[config.mk]
export PLATFORM = sky130hd
export DESIGN_NAME = dsbc_slot_bypass
export DESIGN_NICKNAME = d
export VERILOG_FILES = /design/src/design/dsbc_pkg.sv /design/src/design/dsbc_in_filter.sv /design/src/design/dsbc_apb_slave.sv /design/src/design/dsbc_slot_bypass.sv
export VERILOG_INCLUDE_DIRS = /design/src /design/src/design
export SDC_FILE = /design/constraint.sdc
export NUM_CORES = 1
export LEC_CHECK = 0
export ABC_AREA = 1
export BUFFER_PORTS_ARGS = -buffer_cell sky130_fd_sc_hd__buf_2
export CAP_MARGIN = 5
export CORE_MARGIN = 2
export CORE_UTILIZATION = 48
export CTS_CLUSTER_DIAMETER = 120
export DETAILED_ROUTE_END_ITERATION = 16
export PLACE_DENSITY = 0.9
export SYNTH_ARGS = -nofsm -noshare
export SYNTH_HDL_FRONTEND = slang
export SYNTH_SLANG_ARGS = --single-unit
[constraint.sdc]
create_clock -name pclk -period 2.82 [get_ports pclk]
set_input_delay 0.564 -clock pclk [delete_from_list [all_inputs] [get_ports pclk]]
set_output_delay 0.564 -clock pclk [all_outputs]
set_load 0.02 [all_outputs]
[src/design/dsbc_map.svh]
/*
 * Register map, field positions, reset values and timing figures for
 * the drive slot bypass control block.
 * Assumes byte addressing on an APB bus with 32-bit data.
 */
`ifndef DSBC_MAP_SVH
`define DSBC_MAP_SVH

// ============================================================
// Register byte addresses
`define DSBC_ADDR_W       8
`define DSBC_ADDR_SLOT    8'h24
`define DSBC_ADDR_STAT    8'h28
`define DSBC_ADDR_MASK    8'h2c
`define DSBC_ADDR_SRC     8'h30

// ============================================================
// Slot register fields
`define DSBC_BIT_EN       7
`define DSBC_BIT_IRQEN    6
`define DSBC_RES_HI       5
`define DSBC_RES_LO       2
`define DSBC_BIT_FB       1
`define DSBC_BIT_SD       0

// ============================================================
// Status and mask fields
`define DSBC_EV_W         2
`define DSBC_EV_SD        0
`define DSBC_EV_AUTO      1

// ============================================================
// Reset values
`define DSBC_RST_FB       1'b1
`define DSBC_RST_MASK     2'h3
`define DSBC_RST_SRC      8'h00

// ============================================================
// Timing
`define DSBC_CLK_NS       25
`define DSBC_LAT_NS       400
`define DSBC_LAT_CYC      (`DSBC_LAT_NS / `DSBC_CLK_NS)
`define DSBC_FILT_LEN     3
`define DSBC_SYNC_CYC     2

`endif

[src/design/dsbc_pkg.sv]
/*
 * Types shared by the drive slot bypass control modules.
 * Assumes nothing of its surroundings.
 */
`default_nettype none

package dsbc_pkg;
    typedef enum logic [1:0] {
        st_idle = 2'b01,
        st_hold = 2'b10
    } dsbc_apb_state_type;
endpackage : dsbc_pkg

`default_nettype wire

[src/design/dsbc_in_filter.sv]
/*
 * Two-stage synchroniser and glitch filter, one lane per input pin.
 * Assumes pins may change at any time relative to pclk.
 */
`default_nettype none

module dsbc_in_filter
    import dsbc_pkg::*;
#(
    parameter int WIDTH    = 2,
    parameter int FILT_LEN = 3
) (
    // Clock and reset
    input  wire logic             pclk,
    input  wire logic             presetn,
    // Pins in, filtered levels out
    input  wire logic [WIDTH-1:0] pin_in,
    output logic      [WIDTH-1:0] filt_out
);
    localparam int CW = $clog2(FILT_LEN + 1);

    if (WIDTH < 1 || FILT_LEN < 1) begin : g_bad
        $error("dsbc_in_filter: WIDTH and FILT_LEN must be positive");
    end

    // ============================================================
    // Per-lane filter
    for (genvar i = 0; i < WIDTH; i++) begin : g_lane
        logic          s1_q;
        logic          s2_q;
        logic          out_q;
        logic          out_d;
        logic [CW-1:0] cnt_q;
        logic [CW-1:0] cnt_d;

        // A change is accepted only after FILT_LEN equal samples.
        always_comb begin
            out_d = out_q;
            cnt_d = '0;
            if (s2_q != out_q) begin
                if (cnt_q == CW'(FILT_LEN - 1)) begin
                    out_d = s2_q;
                end else begin
                    cnt_d = cnt_q + 1'b1;
                end
            end
        end

        // Pins power up pulled high, so the chain resets high.
        always_ff @(posedge pclk or negedge presetn) begin
            if (!presetn) begin
                s1_q  <= 1'b1;
                s2_q  <= 1'b1;
                out_q <= 1'b1;
                cnt_q <= '0;
            end else begin
                s1_q  <= pin_in[i];
                s2_q  <= s1_q;
                out_q <= out_d;
                cnt_q <= cnt_d;
            end
        end

        assign filt_out[i] = out_q;
    end
endmodule : dsbc_in_filter

`default_nettype wire

[src/design/dsbc_apb_slave.sv]
/*
 * APB slave front end: one wait state, registered read data and error.
 * Assumes the register file supplies read data and a hit flag
 * combinationally from paddr.
 */
`default_nettype none

module dsbc_apb_slave
    import dsbc_pkg::*;
(
    // Clock and reset
    input  wire logic        pclk,
    input  wire logic        presetn,
    // APB
    input  wire logic        psel,
    input  wire logic        penable,
    input  wire logic        pwrite,
    output logic             pready,
    output logic [31:0]      prdata,
    output logic             pslverr,
    // Register file side
    input  wire logic [31:0] rdata,
    input  wire logic        hit,
    output logic             wr_stb
);
    dsbc_apb_state_type state_q;
    dsbc_apb_state_type state_d;
    logic [31:0]        prdata_d;
    logic               pslverr_d;

    // ============================================================
    // Transfer sequencing
    // The wait state lets read data leave a flip-flop.
    always_comb begin
        state_d   = state_q;
        prdata_d  = prdata;
        pslverr_d = pslverr;
        case (state_q)
            st_idle: begin
                if (psel && penable) begin
                    state_d   = st_hold;
                    prdata_d  = pwrite ? 32'h0000_0000 : rdata;
                    pslverr_d = !hit;
                end
            end
            st_hold: begin
                state_d = st_idle;
            end
            default: begin
                state_d = st_idle;
            end
        endcase
    end

    always_ff @(posedge pclk or negedge presetn) begin
        if (!presetn) begin
            state_q <= st_idle;
            prdata  <= 32'h0000_0000;
            pslverr <= 1'b0;
        end else begin
            state_q <= state_d;
            prdata  <= prdata_d;
            pslverr <= pslverr_d;
        end
    end

    assign pready = (state_q == st_hold);
    assign wr_stb = pready && psel && penable && pwrite && hit;
endmodule : dsbc_apb_slave

`default_nettype wire

[src/design/dsbc_slot_bypass.sv]
/*
 * Drive slot bypass control: slot register, pin logic for the force
 * bypass output and signal detect input, and the event interrupt.
 * Assumes one 40 MHz clock, an APB master, and pins that may change
 * at any time; the pad combines pin output and enable.
 */
// The register offsets and register access over APB were chosen for this implementation.
`default_nettype none
`include "dsbc_map.svh"

module dsbc_slot_bypass
    import dsbc_pkg::*;
#(
    parameter int FILT_LEN = `DSBC_FILT_LEN
) (
    // Clock and reset
    input  wire logic                    pclk,
    input  wire logic                    presetn,
    // APB
    input  wire logic                    psel,
    input  wire logic                    penable,
    input  wire logic                    pwrite,
    input  wire logic [`DSBC_ADDR_W-1:0] paddr,
    input  wire logic [31:0]             pwdata,
    output logic      [31:0]             prdata,
    output logic                         pready,
    output logic                         pslverr,
    // Slot pins
    input  wire logic                    slot_bypass_pin_i,
    output logic                         slot_bypass_pin_o,
    output logic                         slot_bypass_pin_oe_n,
    input  wire logic                    slot_detect_pin_i,
    // Interrupt
    output logic                         irq_n
);
    // Pin path to cleared output must fit the loss-of-signal budget.
    if (FILT_LEN < 1 ||
        `DSBC_SYNC_CYC + FILT_LEN + 1 > `DSBC_LAT_CYC) begin : g_bad
        $error("dsbc_slot_bypass: FILT_LEN too large for latency");
    end

    // ============================================================
    // Pin filtering
    logic [1:0] filt;
    logic       sd_filt;
    logic       byp_filt;

    dsbc_in_filter #(
        .WIDTH    (2),
        .FILT_LEN (FILT_LEN)
    ) u_filter (
        .pclk     (pclk),
        .presetn  (presetn),
        .pin_in   ({slot_bypass_pin_i, slot_detect_pin_i}),
        .filt_out (filt)
    );

    assign sd_filt  = filt[0];
    assign byp_filt = filt[1];

    // ============================================================
    // Bus front end
    logic [31:0] rdata;
    logic        hit;
    logic        wr_stb;

    dsbc_apb_slave u_apb (
        .pclk    (pclk),
        .presetn (presetn),
        .psel    (psel),
        .penable (penable),
        .pwrite  (pwrite),
        .pready  (pready),
        .prdata  (prdata),
        .pslverr (pslverr),
        .rdata   (rdata),
        .hit     (hit),
        .wr_stb  (wr_stb)
    );

    logic wr_slot;
    logic wr_stat;
    logic wr_mask;

    assign wr_slot = wr_stb && (paddr == `DSBC_ADDR_SLOT);
    assign wr_stat = wr_stb && (paddr == `DSBC_ADDR_STAT);
    assign wr_mask = wr_stb && (paddr == `DSBC_ADDR_MASK);

    // ============================================================
    // Slot register
    logic en_q;
    logic en_d;
    logic irq_en_q;
    logic irq_en_d;
    logic fb_q;
    logic fb_d;

    // The hardware clear is applied after the write so that a write
    // cannot re-arm normal mode while the signal is lost and enable is already set.
    always_comb begin
        en_d     = en_q;
        irq_en_d = irq_en_q;
        fb_d     = fb_q;
        if (wr_slot) begin
            // Detect and reserved bits are not stored at all.
            en_d     = pwdata[`DSBC_BIT_EN];
            irq_en_d = pwdata[`DSBC_BIT_IRQEN];
            fb_d     = pwdata[`DSBC_BIT_FB];
        end
        if (en_q && !sd_filt) begin
            fb_d = 1'b0;
        end
    end

    always_ff @(posedge pclk or negedge presetn) begin
        if (!presetn) begin
            en_q     <= 1'b0;
            irq_en_q <= 1'b0;
            fb_q     <= `DSBC_RST_FB;
        end else begin
            en_q     <= en_d;
            irq_en_q <= irq_en_d;
            fb_q     <= fb_d;
        end
    end

    // ============================================================
    // Pin drive
    // High on the pin leaves the external bypass inactive, low forces
    // bypass. With enable clear the pin is released to its pull-up.
    assign slot_bypass_pin_o    = en_q & fb_q;
    assign slot_bypass_pin_oe_n = !en_q;

    // ============================================================
    // Events and interrupt
    logic                  sd_prev_q;
    logic                  sd_edge;
    logic                  ev_sd;
    logic                  ev_auto;
    logic [`DSBC_EV_W-1:0] events;
    logic [`DSBC_EV_W-1:0] stat_q;
    logic [`DSBC_EV_W-1:0] stat_d;
    logic [`DSBC_EV_W-1:0] mask_q;
    logic [`DSBC_EV_W-1:0] mask_d;
    logic [7:0]            src_q;
    logic [7:0]            src_d;

    // The edge detector resets to the filter's reset level, so a reset
    // release never shows a false detect edge.
    assign sd_edge = sd_filt ^ sd_prev_q;
    assign ev_sd   = en_q && irq_en_q && sd_edge;
    // A loss of signal with the interrupt enable clear must stay silent,
    // so the hardware clear reports only under that enable as well.
    assign ev_auto = en_q && irq_en_q && !sd_filt && fb_q;

    always_comb begin
        events               = '0;
        events[`DSBC_EV_SD]   = ev_sd;
        events[`DSBC_EV_AUTO] = ev_auto;
        stat_d = stat_q;
        if (wr_stat) begin
            stat_d = stat_d & ~pwdata[`DSBC_EV_W-1:0];
        end
        // A new event wins over a clear in the same cycle.
        stat_d = stat_d | events;
        mask_d = wr_mask ? pwdata[`DSBC_EV_W-1:0] : mask_q;
        src_d  = ev_sd ? `DSBC_ADDR_SLOT : src_q;
    end

    always_ff @(posedge pclk or negedge presetn) begin
        if (!presetn) begin
            sd_prev_q <= 1'b1;
            stat_q    <= '0;
            mask_q    <= `DSBC_RST_MASK;
            src_q     <= `DSBC_RST_SRC;
        end else begin
            sd_prev_q <= sd_filt;
            stat_q    <= stat_d;
            mask_q    <= mask_d;
            src_q     <= src_d;
        end
    end

    assign irq_n = ~|(stat_q & mask_q);

    // ============================================================
    // Read data
    logic [7:0] slot_rd;

    always_comb begin
        slot_rd                                = 8'h00;
        slot_rd[`DSBC_BIT_EN]                  = en_q;
        slot_rd[`DSBC_BIT_IRQEN]               = irq_en_q;
        // Before enabling, software learns the strapped default here.
        slot_rd[`DSBC_BIT_FB] = en_q ? fb_q : byp_filt;
        slot_rd[`DSBC_BIT_SD] = sd_filt;
        rdata = 32'h0000_0000;
        hit   = 1'b1;
        case (paddr)
            `DSBC_ADDR_SLOT: rdata[7:0]            = slot_rd;
            `DSBC_ADDR_STAT: rdata[`DSBC_EV_W-1:0] = stat_q;
            `DSBC_ADDR_MASK: rdata[`DSBC_EV_W-1:0] = mask_q;
            `DSBC_ADDR_SRC:  rdata[7:0]            = src_q;
            default:         hit                   = 1'b0;
        endcase
    end
endmodule : dsbc_slot_bypass

`default_nettype wire

Yosys cells after proc, flatten, opt, wreduce, memory -nomap -nowiden. Cells that the tools add are included.

Latch bits: 0. Bits in read-only memories: 0. Bits of input ports: 47. Register bits: 54. Bits in writable memories: 0. Output and inout bits: 37. Memories: 0. Word-level logic and storage cells: 74.

Reductions and logical operators: 23. Mux-type cells: 14. Div/mod/pow operators: 0. Magnitude comparators: 0. Shift operators: 0. Multipliers: 0. $add $sub $neg: 2. Bitwise logic cells: 6. Equality and inequality tests: 11.

Operator list (number): == test 8 x 6 -> 1 bit, second input constant (4); two-way mux 2 bit (7); logical AND 1 bit (13); case mux 6 bit (2 select lines) (1); two-way mux 8 bit (1); == test 2 bit, second input constant (3); case mux 2 bit (3 select lines) (1); AND reduction 2 bit (3); adder 2 x 1 -> 2 bit, second input constant (2); bitwise AND 2 bit (2); logical NOT 1 bit (4); two-way mux 1 bit (4); OR reduction 4 bit (1); == test 2 x 1 -> 1 bit, second input constant (1); != test 1 bit (2); != test 2 x 1 -> 1 bit, second input constant (1); NOT 2 bit (1); bitwise OR 2 bit (1); nonzero test 2 bit (1); OR reduction 2 bit (1); bitwise AND 1 bit (1); bitwise XOR 1 bit (1).

Depth between registers and ports, before layout. Gate-level depths: netlist of the first run.

Word-level depth: 8. Mapped depth: 10. Gate-level depth less buffers: 10.

Hierarchy. From an unflattened synthesis of the first run, not the netlist that was laid out.

Cells, all modules: 359. Area total of the unflattened synthesis: 2698.8 µm².

Modules (own cells, without submodules): dsbc_apb_slave (cells an instance 222, area an instance 1687.9 µm², times used 1, seq. area each 877.1 µm²); dsbc_slot_bypass (cells an instance 93, area an instance 615.6 µm², times used 1, seq. area each 230.2 µm²); dsbc_in_filter (cells an instance 44, area an instance 395.4 µm², times used 1, seq. area each 257.7 µm²).

Least setup slack after synthesis of the first run. Ideal clock, no wire load.

Kind: input port to flip-flop. Start: input paddr[7]. End: register stat_q[0]. Buffers on the path: 0. Cell stages on the path: 8. Arrival time: 1.317 ns. Setup slack: 1.374 ns. Required time: 2.691 ns. Setup time: 0.129 ns. Cells stage by stage: nor2_2 nand2_4 nor2_8 nor2_2 nand2_4 nand3_1 nand2_1 nand3_1.

Word-level cells in the longest chain between the ends: 7. Elaborated cells between the ends (all ways): 10. Those cells by class: 4 x eq/ne; 2 x mux; 1 x bitwise; 3 x reduce/logical.

Ends and longest elaborated chain: start, declared (RTL line dsbc_slot_bypass.sv:23) `` input wire logic [`DSBC_ADDR_W-1:0] paddr, ``; == test 8 x 6 -> 1 bit (RTL line dsbc_slot_bypass.sv:199) `case (paddr)`; OR reduction 4 bit (no source line); two-way mux 1 bit (RTL line dsbc_slot_bypass.sv:199); logical AND 1 bit (RTL line dsbc_apb_slave.sv:68) `assign wr_stb = pready && psel && penable && pwrite && hit;`; logical AND 1 bit * (RTL line dsbc_slot_bypass.sv:86) `` assign wr_stat = wr_stb && (paddr == `DSBC_ADDR_STAT); ``; two-way mux 2 bit * (RTL line dsbc_slot_bypass.sv:161) `if (wr_stat) begin`; bitwise OR 2 bit * (RTL line dsbc_slot_bypass.sv:165) `stat_d = stat_d | events;`; via stat_d[0] (RTL line dsbc_slot_bypass.sv:142) `` logic [`DSBC_EV_W-1:0] stat_d; ``; end signal, assigned (RTL line dsbc_slot_bypass.sv:178) `stat_q <= stat_d;`; end, declared (RTL line dsbc_slot_bypass.sv:141) `` logic [`DSBC_EV_W-1:0] stat_q; ``.

The timed path passes the listed nets; every way through them passes the cells marked *. A chain may end at the register's enable or synchronous reset.

Worst setup path after layout of the first run.
Start: register mask_q[1]. End: output irq_n.

Word-level cells in the longest chain between the ends: 3.

Ends and longest elaborated chain: start, declared (RTL line dsbc_slot_bypass.sv:143) `` logic [`DSBC_EV_W-1:0] mask_q; ``; start signal, assigned (RTL line dsbc_slot_bypass.sv:174) `` mask_q <= `DSBC_RST_MASK; ``; start signal, assigned (RTL line dsbc_slot_bypass.sv:179) `mask_q <= mask_d;`; bitwise AND 2 bit (RTL line dsbc_slot_bypass.sv:184) `assign irq_n = ~|(stat_q & mask_q);`; OR reduction 2 bit (RTL line dsbc_slot_bypass.sv:184); logical NOT 1 bit (RTL line dsbc_slot_bypass.sv:184); end, declared (RTL line dsbc_slot_bypass.sv:34) `output logic irq_n`.

No other way between the ends.

==> results of run 1 <==
stage by stage:
| stage | cells | power [mW] | hold WS, ns |
|---|---|---|---|
| 2_1_floorplan | 200 | 0.6530 | 0.2684 |
| 3_3_place_gp | 246 | 0.6669 | 0.3462 |
| 3_5_place_dp | 246 | 0.6771 | 0.3498 |
| 4_1_cts | 250 | 0.8394 | 0.2187 |
| 5_1_grt | 250 | 0.8859 | 0.2298 |
| 6_report | 250 | 0.8264 | 0.2124 |
final timing paths:
check,to,slack (ns),depth (start not counted)
max reg2reg,u_apb.prdata[0],1.52,6
min reg2reg,u_filter.g_lane[1].s2_q,0.37,0
min in group pclk,u_filter.g_lane[0].s1_q,0.33,1
max in group asynchronous,u_filter.g_lane[0].out_q,2.23,1
max,irq_n,1.07,3
min,u_apb.pslverr,0.21,1
routing by layer:
metal | vias up | share of wire | wire (µm) | global-route usage
met5 | - | 0 | 0 | 0
met1 | 494 | 0.44 | 1022 | 0.1578
li1 | 556 | - | - | -
met3 | 2 | 0.060 | 140 | 0.03838
met2 | 38 | 0.49 | 1146 | 0.2412
met4 | 0 | 0.0069 | 16 | 0.03727
flip-flops by register name, summed over array words and instances (netlist names):
name / flops
irq_en_q: 1
stat_q: 2
u_filter.g_lane.s2_q: 2
u_apb.state_q: 2
u_apb.prdata: 5
mask_q: 2
u_apb.pslverr: 1
u_filter.g_lane.cnt_q: 4
en_q: 1
fb_q: 1
src_q: 1
u_filter.g_lane.s1_q: 2
sd_prev_q: 1
u_filter.g_lane.out_q: 2
area by class of cell:
class / count / area [µm²]
Timing Repair Buffer: 29 / 145.1
Fill cell: 292 / 1391
Multi-Input combinational cell: 122 / 654.4
Tap cell: 44 / 55.05
Clock buffer: 3 / 22.52
Clock inverter: 1 / 5.005
Sequential cell: 27 / 689.4
Inverter: 24 / 90.09
power by group through the flow:
stage	combinational, mW	sequential, mW	clock, mW
after floorplan	0.150	0.503	0
after global placement	0.161	0.506	0
after detailed placement	0.167	0.510	0
after CTS	0.167	0.502	0.170
after global routing	0.188	0.510	0.188
final	0.164	0.502	0.161
worst register-to-register path, delay by kind of cell, from the launching register on:
kind,cells,cell delay [ns]
AND/OR/NAND/NOR,5,0.53
AO/OA/AOI/OAI,1,0.14
flip-flops,1,0.59
logic make-up (layout without fill, tap and decap cells):
kind of cell           count (synthesis)  after routing  synth area share
AO/OA/AOI/OAI                         15             15           0.06164
XOR/XNOR                               2              2           0.01136
buffers and inverters                 51             57            0.1898
flip-flops                            27             27            0.4469
multiplexers                           1              1          0.006488
other                                  1             26          0.002431
AND/OR/NAND/NOR                       78             78            0.2814
cell usage in the layout, fill, tap and decap left out, types with 3 or more instances in the layout:
cell type	netlist	final
nand2_1	39	39
nor2_2	4	4
o21ai_1	5	5
dfstp_2	11	11
clkbuf_4	0	3
o21ai_0	7	7
nand3_1	8	8
nor2_1	8	8
dfrtp_1	16	16
buf_2	0	29
inv_1	22	22
nor3_1	4	4
nor2_4	3	3
conb_1	1	26
==> flow_metrics.tcl, run 1 <==
set metrics [dict create \
    synth_edf_count 0 \
    clock_sinks 27 \
    critical_path.top_delay_family "flip-flops" \
    crit_fanout 3 \
    synth-main-ff-cell "dfrtp_1" \
    drc 0 \
    dieArea_mm2 0.003683 \
    finalSetupViolations 0 \
    cts.clk_slew.worst_paths_ns 0.14 \
    maxCapViolCount 0 \
    grt_antenna_before_repair 0 \
    worstReg2RegStart "u_apb.state_q[0]" \
    p_seq_frac 0.607 \
    nets 254 \
    yosys.area.top_type_share 0.2595 \
    yosysSeqAreaShare 0.4469 \
    synth.most_common_cell "nand2_1" \
    leakage_nw 0.8799 \
    synth_warnings 0 \
    cts-buffers-inserted 3 \
    slew_viol_final 0 \
    path_cells "a22o_1 > inv_1 > buf_2" \
    drt-total-wl_um 2325 \
    switchingPower_mw 0.2566 \
    portBuffers 29 \
    slowest_stage "dfstp_2" \
    ant_nets 0 \
    max_freq_mhz 570.2 \
    combPwrFrac 0.198 \
    io_pins 84 \
    status "finished clean" \
    globalplace.congestion 0.8401 \
    startpoint "mask_q[1]" \
    drt_iter0_markers 19 \
    post_cts_resized 0 \
    p_clk_frac 0.194 \
    hold_violations 0 \
    viasPerCell 4.360 \
    ys_types 28 \
    ys_ff_latch 27 \
    finalCritPeriodShare 0.6219 \
    syn_area_mm2 0.001543 \
    n_antenna_cell 0 \
    critical_path_buf_inv_count 2 \
    layout_min_cycle_time_ns 1.754 \
    wl_per_cell_um 9.300 \
    finClkSkew_ns 0.005920 \
    rsz0062_at_grt "false" \
    worstPathRequired_ns 2.26 \
    area.growth.synth_to_final_pct 7.705 \
    p_sw_frac 0.3105 \
    overflow 0 \
    hold_class "in -> async" \
    cts_buffer_depth 2 \
    post-place-ws_ns 1.164 \
    grt_pass1_wl_um 3629 \
    grt_usage 0.1348 \
    cts_setup_buffers 0 \
    synthTopCellsByArea "dfrtp_1 (26%), dfstp_2 (19%), buf_4 (13%), nand2_1 (9.5%), inv_1 (5.4%)" \
    placed_cell_area_mm2 0.001634 \
    postLayoutCellArea_mm2 0.001662 \
    avgSynthCellArea_um2 8.816 \
    coreArea_mm2 0.003053 \
    worst_slew_pin_slew_ns 0.5559 \
    fin_util 0.5443 \
    start_util 0.5053 \
    grt_max_degree 28 \
    fp.dieW_um 60.69 \
    hpwl_um 1903 \
    cts_tree "done" \
    num_vias 1090 \
    cp_data_arrival_time_ns 1.19 \
    synthCells 175 \
    powerDensity_mw_per_mm2 497.3 \
    die_h_um 60.69 \
    crit_path_start_kind "flip-flop" \
    dr.pass1.iters 5 \
    synthArstFlopShare 1.000 \
    critPathCaptureType "output port" \
    peakVddDrop_v 0.0003206 \
    grt_pass1_vias 918 \
    cts-root-buf "clkbuf_4" \
    rows 20 \
    drive_above_1_share 0.3107 \
    setup_tns_ns 0 \
    internal_power_mw 0.5698 \
    synth_top_area_cell "dfrtp_1" \
    ys_top_cells_by_count "nand2_1 (39), buf_4 (27), inv_1 (22)" \
    ctsHoldBuffers 0 \
    h-tree-depth 1 \
    path_class "reg -> out" \
    clk_latency_ns 0.32 \
    maxSlewHeadroom 0.6294 \
    setup_ws_ns 1.066 \
    slowest_delay_ns 0.57 \
]
No activity file was read; power rests on OpenSTA's default activity.
==> run 2, diff against run 1 <==
- CORE_UTILIZATION: 48 -> 40
- PLACE_DENSITY: 0.9 -> 0.81
- clock period: 2.82 -> 1.6 ns (I/O delays scaled with it)
==> run 2 against run 1 <==
  * Register-to-register slack lost 1.3 ns
  * Wire length grew 5.8%
  * Clock power grew 140%
  * First-iteration DRC count is the same
  * Final area grew 1.6%
  * Critical endpoint unchanged
  * Global-route usage shrank 2.0 points
  * Setup slack lost 0.93 ns
  * Final cell count grew 1.6%
  * Largest power group unchanged
  * Die area grew 19%
  * Sequential cell count is the same
==> flow_metrics.tcl, run 2 (synthesis gave the netlist of run 1 again) <==
set metrics [dict create \
    status "finished clean" \
    finClkSkew_ns 0.008427 \
    rows 22 \
    worstReg2RegStart "u_apb.state_q[0]" \
    grt_max_degree 28 \
    slowest_delay_ns 0.55 \
    n_antenna_cell 0 \
    critical_path.top_delay_family "flip-flops" \
    worst_slew_pin_slew_ns 0.5770 \
    grt_pass1_vias 932 \
    grt_pass1_wl_um 3877 \
    placed_cell_area_mm2 0.001639 \
    path_class "reg -> out" \
    setup_tns_ns 0 \
    hold_violations 0 \
    drc 0 \
    overflow 0 \
    cts.clk_slew.worst_paths_ns 0.09 \
    peakVddDrop_v 0.0005065 \
    wl_per_cell_um 9.685 \
    dr.pass1.iters 4 \
    drive_above_1_share 0.3107 \
    nets 254 \
    hold_class "in -> async" \
    portBuffers 29 \
    cts_buffer_depth 2 \
    final_common_cell "nand2_1" \
    top_register "u_apb.prdata" \
    h-tree-depth 1 \
    post_cts_resized 0 \
    drt-total-wl_um 2460 \
    cts_setup_buffers 0 \
    rr_endpoint "stat_q[1]" \
    crit_fanout 3 \
    final_cells 254 \
    coreArea_mm2 0.003689 \
    powerDensity_mw_per_mm2 929.8 \
    grt_usage 0.1145 \
    rsz0062_at_grt "false" \
    postLayoutCellArea_mm2 0.001688 \
    ant_nets 0 \
    fp.dieW_um 66.11 \
    layout_min_cycle_time_ns 1.468 \
    critPathCaptureType "output port" \
    viasPerCell 4.315 \
    mostFrequentLayoutCells "nand2_1 (39), buf_2 (29), conb_1 (26)" \
    cts-root-buf "clkbuf_8" \
    max_freq_mhz 681.2 \
    cp.depth 3 \
    start_util 0.4182 \
    cts-buffers-inserted 3 \
    maxSlewHeadroom 0.6153 \
    largest_reg_flops 5 \
    cp_data_arrival_time_ns 1.15 \
    clk_latency_ns 0.27 \
    fin_hold_ws_ns 0.03584 \
    r2r_cells 4 \
    dieArea_mm2 0.004370 \
    ctsHoldBuffers 0 \
    slowest_stage "dfstp_2" \
    io_pins 84 \
    area.growth.synth_to_final_pct 9.408 \
    num_vias 1096 \
    startpoint "mask_q[1]" \
    cts_tree "done" \
    die_h_um 66.11 \
    grt_antenna_before_repair 0 \
    hpwl_um 1940 \
    drt_iter0_markers 19 \
    dp.cells 250 \
    finalCritPeriodShare 0.9175 \
    crit_end "irq_n" \
    maxCapViolCount 0 \
    leakage_nw 0.8839 \
    largestRegisters "u_apb.prdata: 5 flops, u_filter.g_lane.cnt_q: 4 flops" \
    finalSetupViolations 0 \
    path_cells "a22o_1 > inv_1 > buf_2" \
    slew_viol_final 0 \
    crit_path_start_kind "flip-flop" \
    clock_sinks 27 \
    ff2ff_setup_slack_ns 0.26 \
    worstPathRequired_ns 1.28 \
    globalplace.congestion 0.7448 \
    total_power_mw 1.569 \
    critical_path_buf_inv_count 2 \
]
==> run 2: cell types whose count changed in the layout (fill, tap and decap cells not counted) <==
cell	before	now
clkbuf_4	3	0
clkinvlp_4	0	1
clkbuf_8	0	3
clkinv_2	1	0
==> run 2: final cells by class <==
| type | instances | area, µm² |
|---|---|---|
| clock buffer | 3 | 41.29 |
| fill | 362 | 2001 |
| multi-input combinational | 122 | 654.4 |
| tap | 48 | 60.06 |
| timing repair buffer | 29 | 145.1 |
| inverter | 24 | 90.09 |
| clock inverter | 1 | 7.507 |
| sequential | 27 | 689.4 |
==> run 2: power by group <==
part           internal, mW  total, mW  switching, mW
Clock                 0.177      0.387          0.211
Sequential            0.812      0.885         0.0730
Combinational        0.0987      0.297          0.198
Total                  1.09       1.57          0.482
==> run 2: worst min-delay path by stage <==
stage	start	end	slack, ns	cells after the start
global placement	presetn	en_q	0.34	1
finish	presetn	irq_en_q	0.04	1
global route	presetn	irq_en_q	0.08	1
CTS	presetn	irq_en_q	0.05	1
detailed placement	u_filter.g_lane[1].s1_q	u_filter.g_lane[1].s2_q	0.35	0
floorplan	presetn	en_q	0.02	0
==> run 2: through the flow <==
step                utilization  setup WS (ns)
floorplan                     -         0.3978
CTS                      0.4576         0.1193
detailed placement       0.4444         0.1659
global route             0.4576        0.07093
finish                   0.4576         0.1321
global placement         0.4444         0.1976
==> run 2: metal layers <==
metal | track usage | part of all wire
met5 | 0 | 0
met4 | 0.04592 | 0.016
met3 | 0.02555 | 0.058
met2 | 0.1788 | 0.45
met1 | 0.1533 | 0.47
